### config.mk
export PLATFORM = sky130hd
export DESIGN_NAME = spi_write_status_flags
export DESIGN_NICKNAME = d
export VERILOG_FILES = /design/src/hdl/spi_flags_pkg.sv /design/src/hdl/spi_write_status_flags.sv
export VERILOG_INCLUDE_DIRS = /design/src /design/src/hdl
export SDC_FILE = /design/constraint.sdc
export NUM_CORES = 1
export LEC_CHECK = 0
export ABC_AREA = 0
export BUFFER_PORTS_ARGS = -buffer_cell sky130_fd_sc_hd__buf_2
export CORE_MARGIN = 4
export CORE_UTILIZATION = 40
export CTS_CLUSTER_SIZE = 40
export DETAILED_ROUTE_END_ITERATION = 7
export PLACE_DENSITY = 0.72
export SLEW_MARGIN = 10
export SYNTH_ARGS = -nofsm -noshare
export SYNTH_HDL_FRONTEND = slang
export SYNTH_SLANG_ARGS = --single-unit
### constraint.sdc
create_clock -name core_clk -period 4.1 [get_ports core_clk]
set_clock_uncertainty 0.15 [all_clocks]
set_input_delay 0.82 -clock core_clk [delete_from_list [all_inputs] [get_ports core_clk]]
set_output_delay 0.82 -clock core_clk [all_outputs]
set_load 0.05 [all_outputs]
### src/hdl/spi_flags_defs.svh
`ifndef SPI_FLAGS_DEFS_SVH
`define SPI_FLAGS_DEFS_SVH

// ----------------------------------------------------------------
// Frame layout
// ----------------------------------------------------------------
`define FRAME_BITS    6'd32
`define CAPTURE_BITS  6'd7
`define CNT_MAX       6'd63
`define RW_BIT        31
`define ADDR_HI       30
`define ADDR_LO       25

// ----------------------------------------------------------------
// Register addresses
// ----------------------------------------------------------------
`define EVT_ADDR      6'h02
`define CFG_BASE      6'h1A
`define CFG_COUNT     11
`define TEST_ADDR     6'h3F

// ----------------------------------------------------------------
// Event register bit positions and reset value
// ----------------------------------------------------------------
`define EV_RESET      0
`define EV_LEN        1
`define EV_PAR        2
`define EV_SWITCH     3
`define EV_HEAT_WARN  4
`define EV_HEAT_SHUT  5
`define EV_HEAT_CLR   6
`define EV_SUP_HIGH   7
`define EV_SUP_LOW    8
`define EV_CHECKSUM   9
`define EV_CFG_FAIL   10
`define EVT_RESET     24'h00_0001

`endif

### src/hdl/spi_flags_pkg.sv
package spi_flags_pkg;
	typedef enum logic [1:0] {
		ST_IDLE  = 2'b01,
		ST_FRAME = 2'b10
	} link_state_t;
	typedef logic [23:0] reg_word_t;
endpackage : spi_flags_pkg

### src/hdl/spi_write_status_flags.sv
// Notes on behaviour
// - Write frame returns status flags first, then the register's old content (all zeros for the event register).
// - Old content is captured once bit 25 (address end) has arrived.
// - New data commits at frame end only if address valid, no errors.
// - Invalid write drops its data; target register stays unchanged.
// - Bit 0 of each frame, both directions, is a parity bit.
// - Write to the test register changes nothing but returns its content.
// - Write to an unmapped address returns all zeros.
// - Status flags go out on every frame, mirrored from the event register.
// - Reading the event register clears it and the flags at select rise.
// - Reset-seen flag sets after any reset, hardware or software.
// - Not exactly 32 bits: length error flag, interrupt low, data invalid.
// - A select with no clock edges raises no length error.
// - Odd parity checked; even count of ones drops data, flags, interrupt.
// - Switch-change flag sets when any switch crosses its threshold.
// - Spare flag position always reads zero.
// - Thermal flag sets on heat warning or shutdown, or their clearing.
// - Other-event flag sets on supply, checksum or config-check events.
// - Bit 31 direction (1 write), 6-bit address, data 24..1, parity 0.
// - Select fall enables the output driver and snapshots the flags.
// - Select rise releases interrupt after event read, floats the output.
// - Input sampled on clock fall, output shifted on rise, MSB first.
`include "spi_flags_defs.svh"
`timescale 1ns/1ps
module spi_write_status_flags #(
	parameter int          CFG_COUNT  = `CFG_COUNT,
	parameter logic [23:0] TEST_VALUE = 24'h00_0000 // Arbitrary content
) (
	input  wire logic                  core_clk,            // 200 MHz clock
	input  wire logic                  reset,               // Sync, high
	input  wire logic                  cs_n,                // Chip select pin
	input  wire logic                  sclk,                // Shift clock pin
	input  wire logic                  si,                  // Serial in pin
	output logic                       so,                  // Serial out
	output logic                       so_oe,               // Drive enable
	output logic                       int_n,               // Interrupt, low
	input  wire logic                  soft_reset_req,      // Soft reset pulse
	input  wire logic                  switch_change_evt,   // Threshold cross
	input  wire logic                  heat_warning_evt,    // Warning set
	input  wire logic                  heat_shutdown_evt,   // Shutdown set
	input  wire logic                  heat_clear_evt,      // Heat cleared
	input  wire logic                  supply_high_evt,     // Overvoltage
	input  wire logic                  supply_low_evt,      // Undervoltage
	input  wire logic                  checksum_done_evt,   // Checksum done
	input  wire logic                  config_check_failure_evt, // Cfg fail
	output logic [23:0]                event_reg,           // Event register
	output logic [CFG_COUNT*24-1:0]    cfg_flat             // Config words
);

	// ----------------------------------------------------------------
	// Parameter check
	// ----------------------------------------------------------------
	if (CFG_COUNT < 1 || CFG_COUNT > 64 - int'(`CFG_BASE)) begin : g_chk
		$error("CFG_COUNT does not fit the address space");
	end

	// ----------------------------------------------------------------
	// Pin synchronisers
	// ----------------------------------------------------------------
	logic [2:0] cs_s_r;
	logic [2:0] sclk_s_r;
	logic [1:0] si_s_r;

	always_ff @(posedge core_clk) begin
		if (reset) begin
			cs_s_r   <= 3'h7;
			sclk_s_r <= 3'h0;
			si_s_r   <= 2'h0;
		end else begin
			cs_s_r   <= {cs_s_r[1:0], cs_n};
			sclk_s_r <= {sclk_s_r[1:0], sclk};
			si_s_r   <= {si_s_r[0], si};
		end
	end

	logic cs_fall;
	logic cs_rise;
	logic sclk_fall;
	logic sclk_rise;
	logic si_bit;
	assign cs_fall   = cs_s_r[2] & ~cs_s_r[1];
	assign cs_rise   = ~cs_s_r[2] & cs_s_r[1];
	assign sclk_fall = sclk_s_r[2] & ~sclk_s_r[1];
	assign sclk_rise = ~sclk_s_r[2] & sclk_s_r[1];
	assign si_bit    = si_s_r[1];

	// ----------------------------------------------------------------
	// State
	// ----------------------------------------------------------------
	spi_flags_pkg::link_state_t state_r, state_nxt;
	logic [31:0]               rx_r, rx_nxt;
	logic [31:0]               out_r, out_nxt;
	logic [5:0]                fall_r, fall_nxt;
	logic [5:0]                rise_r, rise_nxt;
	logic                      so_r, so_nxt;
	logic                      so_oe_r, so_oe_nxt;
	logic                      int_n_r, int_n_nxt;
	logic [23:0]               evt_r, evt_nxt;
	spi_flags_pkg::reg_word_t  cfg_r [CFG_COUNT];
	spi_flags_pkg::reg_word_t  cfg_nxt [CFG_COUNT];

	function automatic logic [6:0] flags_of(input logic [23:0] e);
		// Reset, length, parity, switch, spare, thermal, other
		flags_of = {e[`EV_RESET], e[`EV_LEN], e[`EV_PAR], e[`EV_SWITCH],
			1'b0,
			e[`EV_HEAT_WARN] | e[`EV_HEAT_SHUT] | e[`EV_HEAT_CLR],
			|e[`EV_CFG_FAIL:`EV_SUP_HIGH]};
	endfunction : flags_of

	logic [23:0] evt_set;
	always_comb begin
		evt_set = 24'h00_0000;
		evt_set[`EV_RESET]     = soft_reset_req;
		evt_set[`EV_SWITCH]    = switch_change_evt;
		evt_set[`EV_HEAT_WARN] = heat_warning_evt;
		evt_set[`EV_HEAT_SHUT] = heat_shutdown_evt;
		evt_set[`EV_HEAT_CLR]  = heat_clear_evt;
		evt_set[`EV_SUP_HIGH]  = supply_high_evt;
		evt_set[`EV_SUP_LOW]   = supply_low_evt;
		evt_set[`EV_CHECKSUM]  = checksum_done_evt;
		evt_set[`EV_CFG_FAIL]  = config_check_failure_evt;
	end

	// Content returned for an address; unmapped reads zero
	logic [5:0]  cap_addr;
	logic        cap_write;
	logic [23:0] cap_data;
	assign cap_addr  = rx_nxt[5:0];
	assign cap_write = rx_nxt[6];
	always_comb begin
		cap_data = 24'h00_0000;
		if (cap_addr == `EVT_ADDR)
			cap_data = evt_r;
		if (cap_addr == `TEST_ADDR)
			cap_data = TEST_VALUE;
		for (int i = 0; i < CFG_COUNT; i++) begin
			if (cap_addr == `CFG_BASE + 6'(i))
				cap_data = cfg_r[i];
		end
		if (cap_write && cap_addr == `EVT_ADDR)
			cap_data = 24'h00_0000;
	end

	logic len_ok;
	logic par_ok;
	logic frame_ok;
	logic evt_clear;
	assign len_ok   = (fall_r == `FRAME_BITS);
	assign par_ok   = ^rx_r;
	assign frame_ok = len_ok & par_ok;

	// ----------------------------------------------------------------
	// Next-state logic
	// ----------------------------------------------------------------
	always_comb begin
		state_nxt = state_r;
		rx_nxt    = rx_r;
		out_nxt   = out_r;
		fall_nxt  = fall_r;
		rise_nxt  = rise_r;
		so_nxt    = so_r;
		so_oe_nxt = so_oe_r;
		evt_clear = 1'b0;
		evt_nxt   = evt_r;
		for (int i = 0; i < CFG_COUNT; i++)
			cfg_nxt[i] = cfg_r[i];
		case (state_r)
			spi_flags_pkg::ST_IDLE: begin
				if (cs_fall) begin
					state_nxt = spi_flags_pkg::ST_FRAME;
					fall_nxt  = 6'd0;
					rise_nxt  = 6'd0;
					rx_nxt    = 32'h0000_0000;
					out_nxt   = {flags_of(evt_r), 25'h000_0000};
					so_nxt    = 1'b1;
					so_oe_nxt = 1'b1;
				end
			end
			spi_flags_pkg::ST_FRAME: begin
				if (sclk_fall) begin
					rx_nxt = {rx_r[30:0], si_bit};
					if (fall_r != `CNT_MAX)
						fall_nxt = fall_r + 6'd1;
					if (fall_r == `CAPTURE_BITS - 6'd1)
						out_nxt[24:0] = {cap_data,
							~^{out_r[31:25], cap_data}};
				end
				if (sclk_rise) begin
					so_nxt = (rise_r < `FRAME_BITS) ?
						out_r[5'd31 - rise_r[4:0]] : 1'b0;
					if (rise_r != `CNT_MAX)
						rise_nxt = rise_r + 6'd1;
				end
				if (cs_rise) begin
					state_nxt = spi_flags_pkg::ST_IDLE;
					so_nxt    = 1'b0;
					so_oe_nxt = 1'b0;
					if (fall_r != 6'd0 && !len_ok)
						evt_nxt[`EV_LEN] = 1'b1;
					if (len_ok && !par_ok)
						evt_nxt[`EV_PAR] = 1'b1;
					if (frame_ok && !rx_r[`RW_BIT] &&
						rx_r[`ADDR_HI:`ADDR_LO] == `EVT_ADDR)
						evt_clear = 1'b1;
					for (int i = 0; i < CFG_COUNT; i++) begin
						if (frame_ok && rx_r[`RW_BIT] &&
							rx_r[`ADDR_HI:`ADDR_LO] == `CFG_BASE + 6'(i))
							cfg_nxt[i] = rx_r[24:1];
					end
				end
			end
			default: begin
				state_nxt = spi_flags_pkg::ST_IDLE;
				so_oe_nxt = 1'b0;
			end
		endcase
		// New events win over the clear in the same cycle
		evt_nxt   = (evt_clear ? 24'h00_0000 : evt_nxt) | evt_set;
		int_n_nxt = ~|evt_nxt;
	end

	always_ff @(posedge core_clk) begin
		if (reset) begin
			state_r <= spi_flags_pkg::ST_IDLE;
			rx_r    <= 32'h0000_0000;
			out_r   <= 32'h0000_0000;
			fall_r  <= 6'd0;
			rise_r  <= 6'd0;
			so_r    <= 1'b0;
			so_oe_r <= 1'b0;
			int_n_r <= 1'b0;
			evt_r   <= `EVT_RESET;
			for (int i = 0; i < CFG_COUNT; i++)
				cfg_r[i] <= 24'h00_0000;
		end else begin
			state_r <= state_nxt;
			rx_r    <= rx_nxt;
			out_r   <= out_nxt;
			fall_r  <= fall_nxt;
			rise_r  <= rise_nxt;
			so_r    <= so_nxt;
			so_oe_r <= so_oe_nxt;
			int_n_r <= int_n_nxt;
			evt_r   <= evt_nxt;
			for (int i = 0; i < CFG_COUNT; i++)
				cfg_r[i] <= cfg_nxt[i];
		end
	end

	// ----------------------------------------------------------------
	// Outputs
	// ----------------------------------------------------------------
	assign so        = so_r;
	assign so_oe     = so_oe_r;
	assign int_n     = int_n_r;
	assign event_reg = evt_r;
	for (genvar g = 0; g < CFG_COUNT; g++) begin : g_cfg
		assign cfg_flat[g*24 +: 24] = cfg_r[g];
	end

	logic in_frame;
	logic no_set;
	assign in_frame = (state_r == spi_flags_pkg::ST_FRAME);
	assign no_set   = ~|evt_set;
endmodule : spi_write_status_flags
# Word level (Yosys, flattened, before mapping)
# Memories as Yosys holds them, arrays and structs flattened.
# Index checks and enable logic that the tools add are counted.
# W data, S select, Z words.
op_classes:
  bitwise_logic: 23
  addsub: 3
  order_cmp: 2
  reduce_logical: 34
  n_mux: 75
  n_eq_ne: 39
ops:
  columns: ["cell", "count"]
  rows:
  - ["$mux W24", 37]
  - ["$mux W264", 2]
  - ["$mux W25", 3]
  - ["$eq A6 B5 Y1 const B", 12]
  - ["$eq A6 B6 Y1 const B", 12]
  - ["$mux W32", 2]
  - ["$pmux W32 S2", 1]
  - ["$pmux W25 S2", 1]
  - ["$reduce_xor A32 Y1", 1]
  - ["$reduce_xnor A31 Y1", 1]
  - ["$mux W6", 5]
  - ["$or A24 B11 Y24", 1]
  - ["$pmux W6 S2", 2]
  - ["$reduce_or A24 Y1", 1]
  - ["$logic_and A1 B1 Y1", 17]
  - ["$mux W1", 14]
  - ["$or A1 B1 Y1", 13]
  - ["$add A6 B1 Y6 const B", 2]
  - ["$eq A6 B2 Y1 const B", 2]
  - ["$ne A6 B6 Y1 const B", 2]
  - ["$reduce_and A4 Y1", 3]
  - ["$mux W2", 4]
  - ["$ne A2 B2 Y1 const B", 4]
  - ["$eq A6 B3 Y1 const B", 1]
  - ["18 further kinds", 33]
word_totals:
  reg_bits: 112
  in_bits: 14
  memories: 1
  out_inout_bits: 291
  ramBits: 264
  wordCells: 191
mem_list:
  columns: ["name", "depth", "word_bits", "rd", "rd_ports_with_merged_regs", "wr", "line", "rtl"]
  rows:
  - ["cfg_r", 11, 24, 11, 0, 11, "spi_write_status_flags.sv:99", "spi_flags_pkg::reg_word_t cfg_r [CFG_COUNT];"]

# Longest topological paths before layout
logic_depth:
  ltp_word: 23
  ltp_mapped: 21
  ltp_nobuf: 16

# Worst setup path after synthesis
# No wires, ideal clock.
synth_path:
  path_kind: "flip-flop to flip-flop"
  startpoint: "register state_r[1]"
  endpoint: "register out_r[0]"
  period_less_slack_ns: 4.718
  path_stages_with_launch: 20
  setup_ns: 0.128
  arrival_ns: 4.440
  setup_slack_ns: -0.618
  required_ns: 3.822
  path_cell_list: "dfxtp_1 > inv_1 > ha_1 > buf_6 > and4bb_4 > buf_6 > a31oi_1 > a222oi_1 > and2_1 > buf_6 > nand2_2 > nand2_1 > a221oi_1 > or3_1 > a21oi_2 > xnor3_1 > xnor3_1 > xnor3_1 > a22oi_2 > nor2_1"
synth_between:
  elab_chain_cells: 21
  word_cells_on_any_way: 40
  cone_classes: "eq/ne (18); mux (18); reduce/logical (4)"
synth_rtl:
  columns: ["element", "line", "rtl"]
  rows:
  - ["start: declaration", "spi_write_status_flags.sv:90", "spi_flags_pkg::link_state_t state_r, state_nxt;"]
  - ["start signal: assignment", "spi_write_status_flags.sv:224", "state_r <= spi_flags_pkg::ST_IDLE;"]
  - ["start signal: assignment", "spi_write_status_flags.sv:236", "state_r <= state_nxt;"]
  - ["$eq A2 B2 Y1 / $eq A2 B1 Y1 (equally long branches)", "spi_write_status_flags.sv:167", "case (state_r)"]
  - ["$pmux W32 S2", "spi_write_status_flags.sv:167", null]
  - ["$eq A6 B2 Y1 (no source line)", null, null]
  - ["$mux W24", "spi_write_status_flags.sv:132", "if (cap_addr == `EVT_ADDR)"]
  - ["$mux W24", "spi_write_status_flags.sv:134", "if (cap_addr == `TEST_ADDR)"]
  - ["$mux W24 (11 in series)", "spi_write_status_flags.sv:137", "if (cap_addr == `CFG_BASE + 6'(i))"]
  - ["$mux W24", "spi_write_status_flags.sv:140", "if (cap_write && cap_addr == `EVT_ADDR)"]
  - ["$reduce_xnor A31 Y1", "spi_write_status_flags.sv:186", "~^{out_r[31:25], cap_data}};"]
  - ["$mux W25", "spi_write_status_flags.sv:184", "if (fall_r == `CAPTURE_BITS - 6'd1)"]
  - ["$mux W25", "spi_write_status_flags.sv:180", "if (sclk_fall) begin"]
  - ["$pmux W25 S2", "spi_write_status_flags.sv:167", null]
  - ["end signal: assignment", "spi_write_status_flags.sv:238", "out_r <= out_nxt;"]
  - ["end: declaration", "spi_write_status_flags.sv:92", "logic [31:0] out_r, out_nxt;"]
# Parallel ways exist; a longest one is shown, timed or not. The select of a mux whose other input is x is not followed.
# A chain may end at the register's enable or synchronous reset.

# Worst setup path in the final report
layout_path:
  startpoint: "register state_r[0]"
  endpoint: "register out_r[0]"
# The elaborated chain is that of the path after synthesis.

==> reports/qor.tcl <==
set qor(top_regs) {cfg_r: 264 flops, rx_r: 32 flops, out_r: 31 flops}
set qor(maximum_count_of_clock_buffers_along_a_single_path) 3
set qor(cp-start-kind) {flip-flop}
set qor(vdd.ir_drop.worst_mv) 0.351
set qor(post_synth_main_area_contributors) {dfxtp_1, nand2_1, a21oi_1}
set qor(grt_antenna_before_repair) 0
set qor(syn2layout_area_growth_pct) 33.1
set qor(timing.final.crit_period_ns) 4.52
set qor(yosys_warnings) 0
set qor(slew_headroom_pct) 50.7
set qor(yosys-top-cells-count) {nand2_1, dfxtp_1, a21oi_1, clkbuf_1, nor2_1}
set qor(p_per_area_nw_per_um2) 336
set qor(cp.buffers_inverters) 4
set qor(cp_top_family) {compound AO/OA/AOI/OAI gates}
set qor(drt_drc_violations_left) 0
set qor(cp_slowest_stage_delay_ns) 0.43
set qor(power.share.clock_pct) 48.9
set qor(final.hold.worst_slack_ns) 0.271
set qor(grt_pass1_vias) 18300
set qor(globalRouteTotalUtil_pct) 34.2
set qor(final_layout_size_suffix_gt1_share_pct) 29.3
set qor(postRouteAntennaNets) 0
set qor(worst_path_max_delay_cell) {xnor3_1}
set qor(setup-violations-final) 3
set qor(registers.top_by_ff_count) {cfg_r}
set qor(worst_path_clk_slew_ns) 0.06
set qor(fill_count) 4038
set qor(die_h_um) 217
set qor(synth-edff-count) 0
set qor(postSynthRegisterBits) 375
set qor(endpoint_kind) {flip-flop}
set qor(vias) 19700
set qor(place.detailed.instances) 3216
set qor(rows) 76
set qor(finish.utilization_pct) 53.9
set qor(yosysMostFrequentCell) {nand2_1}
set qor(cp.arrival_ns) 4.80
set qor(n_antenna_cell) 0
set qor(total_switching_power_mw) 1.82
set qor(number_of_vias_per_cell_after_detailed_routing) 5.98
set qor(worstSetupPathType) {reg2reg}
set qor(p_int_mw) 5.96
set qor(synth-main-ff-cell) {dfxtp_1}
set qor(outcome) {finished with violations}
set qor(static-leakage-power_nw) 9.52
set qor(first_pass_grt_wire_length_um) 122000
set qor(seq_power_share_pct) 47.2
set qor(largest_reg_flops) 264
set qor(share_of_the_yosys_chip_area_belonging_to_registers_pct) 43.2
set qor(grt_start_max_net_pins) 130
set qor(finalMaxSlewViolations) 0
set qor(min_path_type) {reg2reg}
set qor(post_layout_nonfiller_instances) 3295
set qor(rsz0062_at_grt) {true}
set qor(die-width_um) 217
set qor(critPathMostFrequentCell) {buf_4}
set qor(cell_taking_the_most_area_after_synthesis) {dfxtp_1}
set qor(core_outline_area_sq_um) 43000
set qor(floorplan_die_area_sq_um) 46900
set qor(synthesis.area_per_instance_sq_um) 7.87
set qor(ctsRootBufferMaster) {clkbuf_16}
set qor(tritoncts) {done}
set qor(wirelength_um) 84200
set qor(drt_iter0_markers) 2913
set qor(timing.max_cap.violations) 0
set qor(final_hold_violation_count) 0
set qor(asyncSetResetFlopFracSynth_pct) 0
set qor(timing.critical_path.cells) {buf_4, ha_4, and4bb_4, buf_4, a211o_1, a221oi_4, buf_12, buf_4, a221oi_1, and4_1, a211o_1, a21oi_2, xnor2_1, xnor3_1, xor2_2, xnor3_1, a22oi_2, nor2_1}
set qor(ctsHtreeMaxLevel) 2
set qor(power.total_mw) 7.78
set qor(worst-slew-pin-transition_ns) 0.738
set qor(fin_crit_sh_pct) 110
set qor(gp_congestion) 1.02
set qor(final.setup.worst_slack_ns) -0.419
set qor(worst_skew_pair.late_latency_ns) 0.58
set qor(top_level_ports) 305
set qor(cts-buffers-inserted) 40
set qor(grt_overflow_total) 0
set qor(achievable-frequency_mhz) 221
set qor(cp_data_required_time_ns) 4.38
set qor(failed_checks) {setup timing}
set qor(syn_inst) 2209
set qor(place_hpwl_um) 63800
set qor(wire_per_inst_um) 25.5
set qor(postSynthNetCount) 2229
set qor(synth_largest_type_area_fraction_pct) 43.2
set qor(synthDistinctLibCells) 92
set qor(sinks_on_clock_net) 375
set qor(power.share.combinational_pct) 3.9
set qor(netSwitchingFraction_pct) 23.4
set qor(path_max_fanout) 13
set qor(drt-pass1-iter-count) 6
set qor(fin_nets) 2700
set qor(port_buffers) 304
set qor(combined_area_of_all_synthesized_cells_sq_um) 17400
set qor(initial_utilization_pct) 40.5
## metrics by stage
step	setup WS (ns)	setup TNS, ns	area, sq um
2_1_floorplan	-0.165	-0.165	17500
3_3_place_gp	-0.484	-0.546	21600
3_5_place_dp	-0.511	-0.641	21600
4_1_cts	-0.375	-0.375	23100
5_1_grt	-0.578	-0.882	23100
6_report	-0.419	-0.483	23100
## area by class of cell
type	count	area, sq um	area share [%]
tap	585	732	3.16
inverter	13	51.3	0.222
sequential	375	7510	32.5
timing repair buffer	623	4210	18.2
multi-input combinational	1627	9270	40.1
clock buffer	57	1180	5.09
clock inverter	15	185	0.800
## layout by cell type (no fill, tap or decap), drive strengths merged, types with 29 or more instances in the layout
cell	instances
a22oi	57
nor3	29
o21ai	84
dfxtp	375
buf	623
a21oi	318
clkbuf	57
nand2	561
xnor2	41
nor2	154
## metal layers
layer,global-route usage [%],routed length [um],vias up
met4,16.9,4680,0
met5,0,0,-
met3,5.71,8730,263
li1,-,-,8644
met1,45.5,33000,9436
met2,54.1,37800,1358
## power groups by stage
stage / clock [mW] / combinational, mW / sequential (mW)
floorplan: 0 / 0.149 / 3.77
global placement: 0 / 0.289 / 3.76
detailed placement: 0 / 0.291 / 3.76
CTS: 3.82 / 0.295 / 3.68
global route: 3.97 / 0.315 / 3.68
finish: 3.81 / 0.300 / 3.68
## repair_timing
item	in CTS	in global routing
pin swaps	11	2
hold buffers	0	0
endpoints found under the setup margin	3	171
buffers inserted	5	2
gates resized for setup	21	18
## worst paths after layout
check | start | end | slack [ns] | depth (start not counted)
setup / recovery | state_r[0] | out_r[0] | -0.42 | 18
hold / removal | cs_s_r[0] | cs_s_r[1] | 0.27 | 1
setup reg to reg | state_r[0] | out_r[0] | -0.42 | 18
hold reg to reg | cs_s_r[0] | cs_s_r[1] | 0.27 | 1
## logic make-up (layout without fill, tap and decap cells)
family          Yosys count  in the layout  share of synthesized area (%)
mux                      37             37                           2.82
simple gates            881            881                           21.8
compound gates          643            643                           23.4
buf+inv                 207            708                           4.89
flops                   375            375                           43.2
xor+xnor                 60             60                           3.54
fa+ha+maj                 6              6                          0.432
Note: power is estimated with default switching activity, not from simulation.
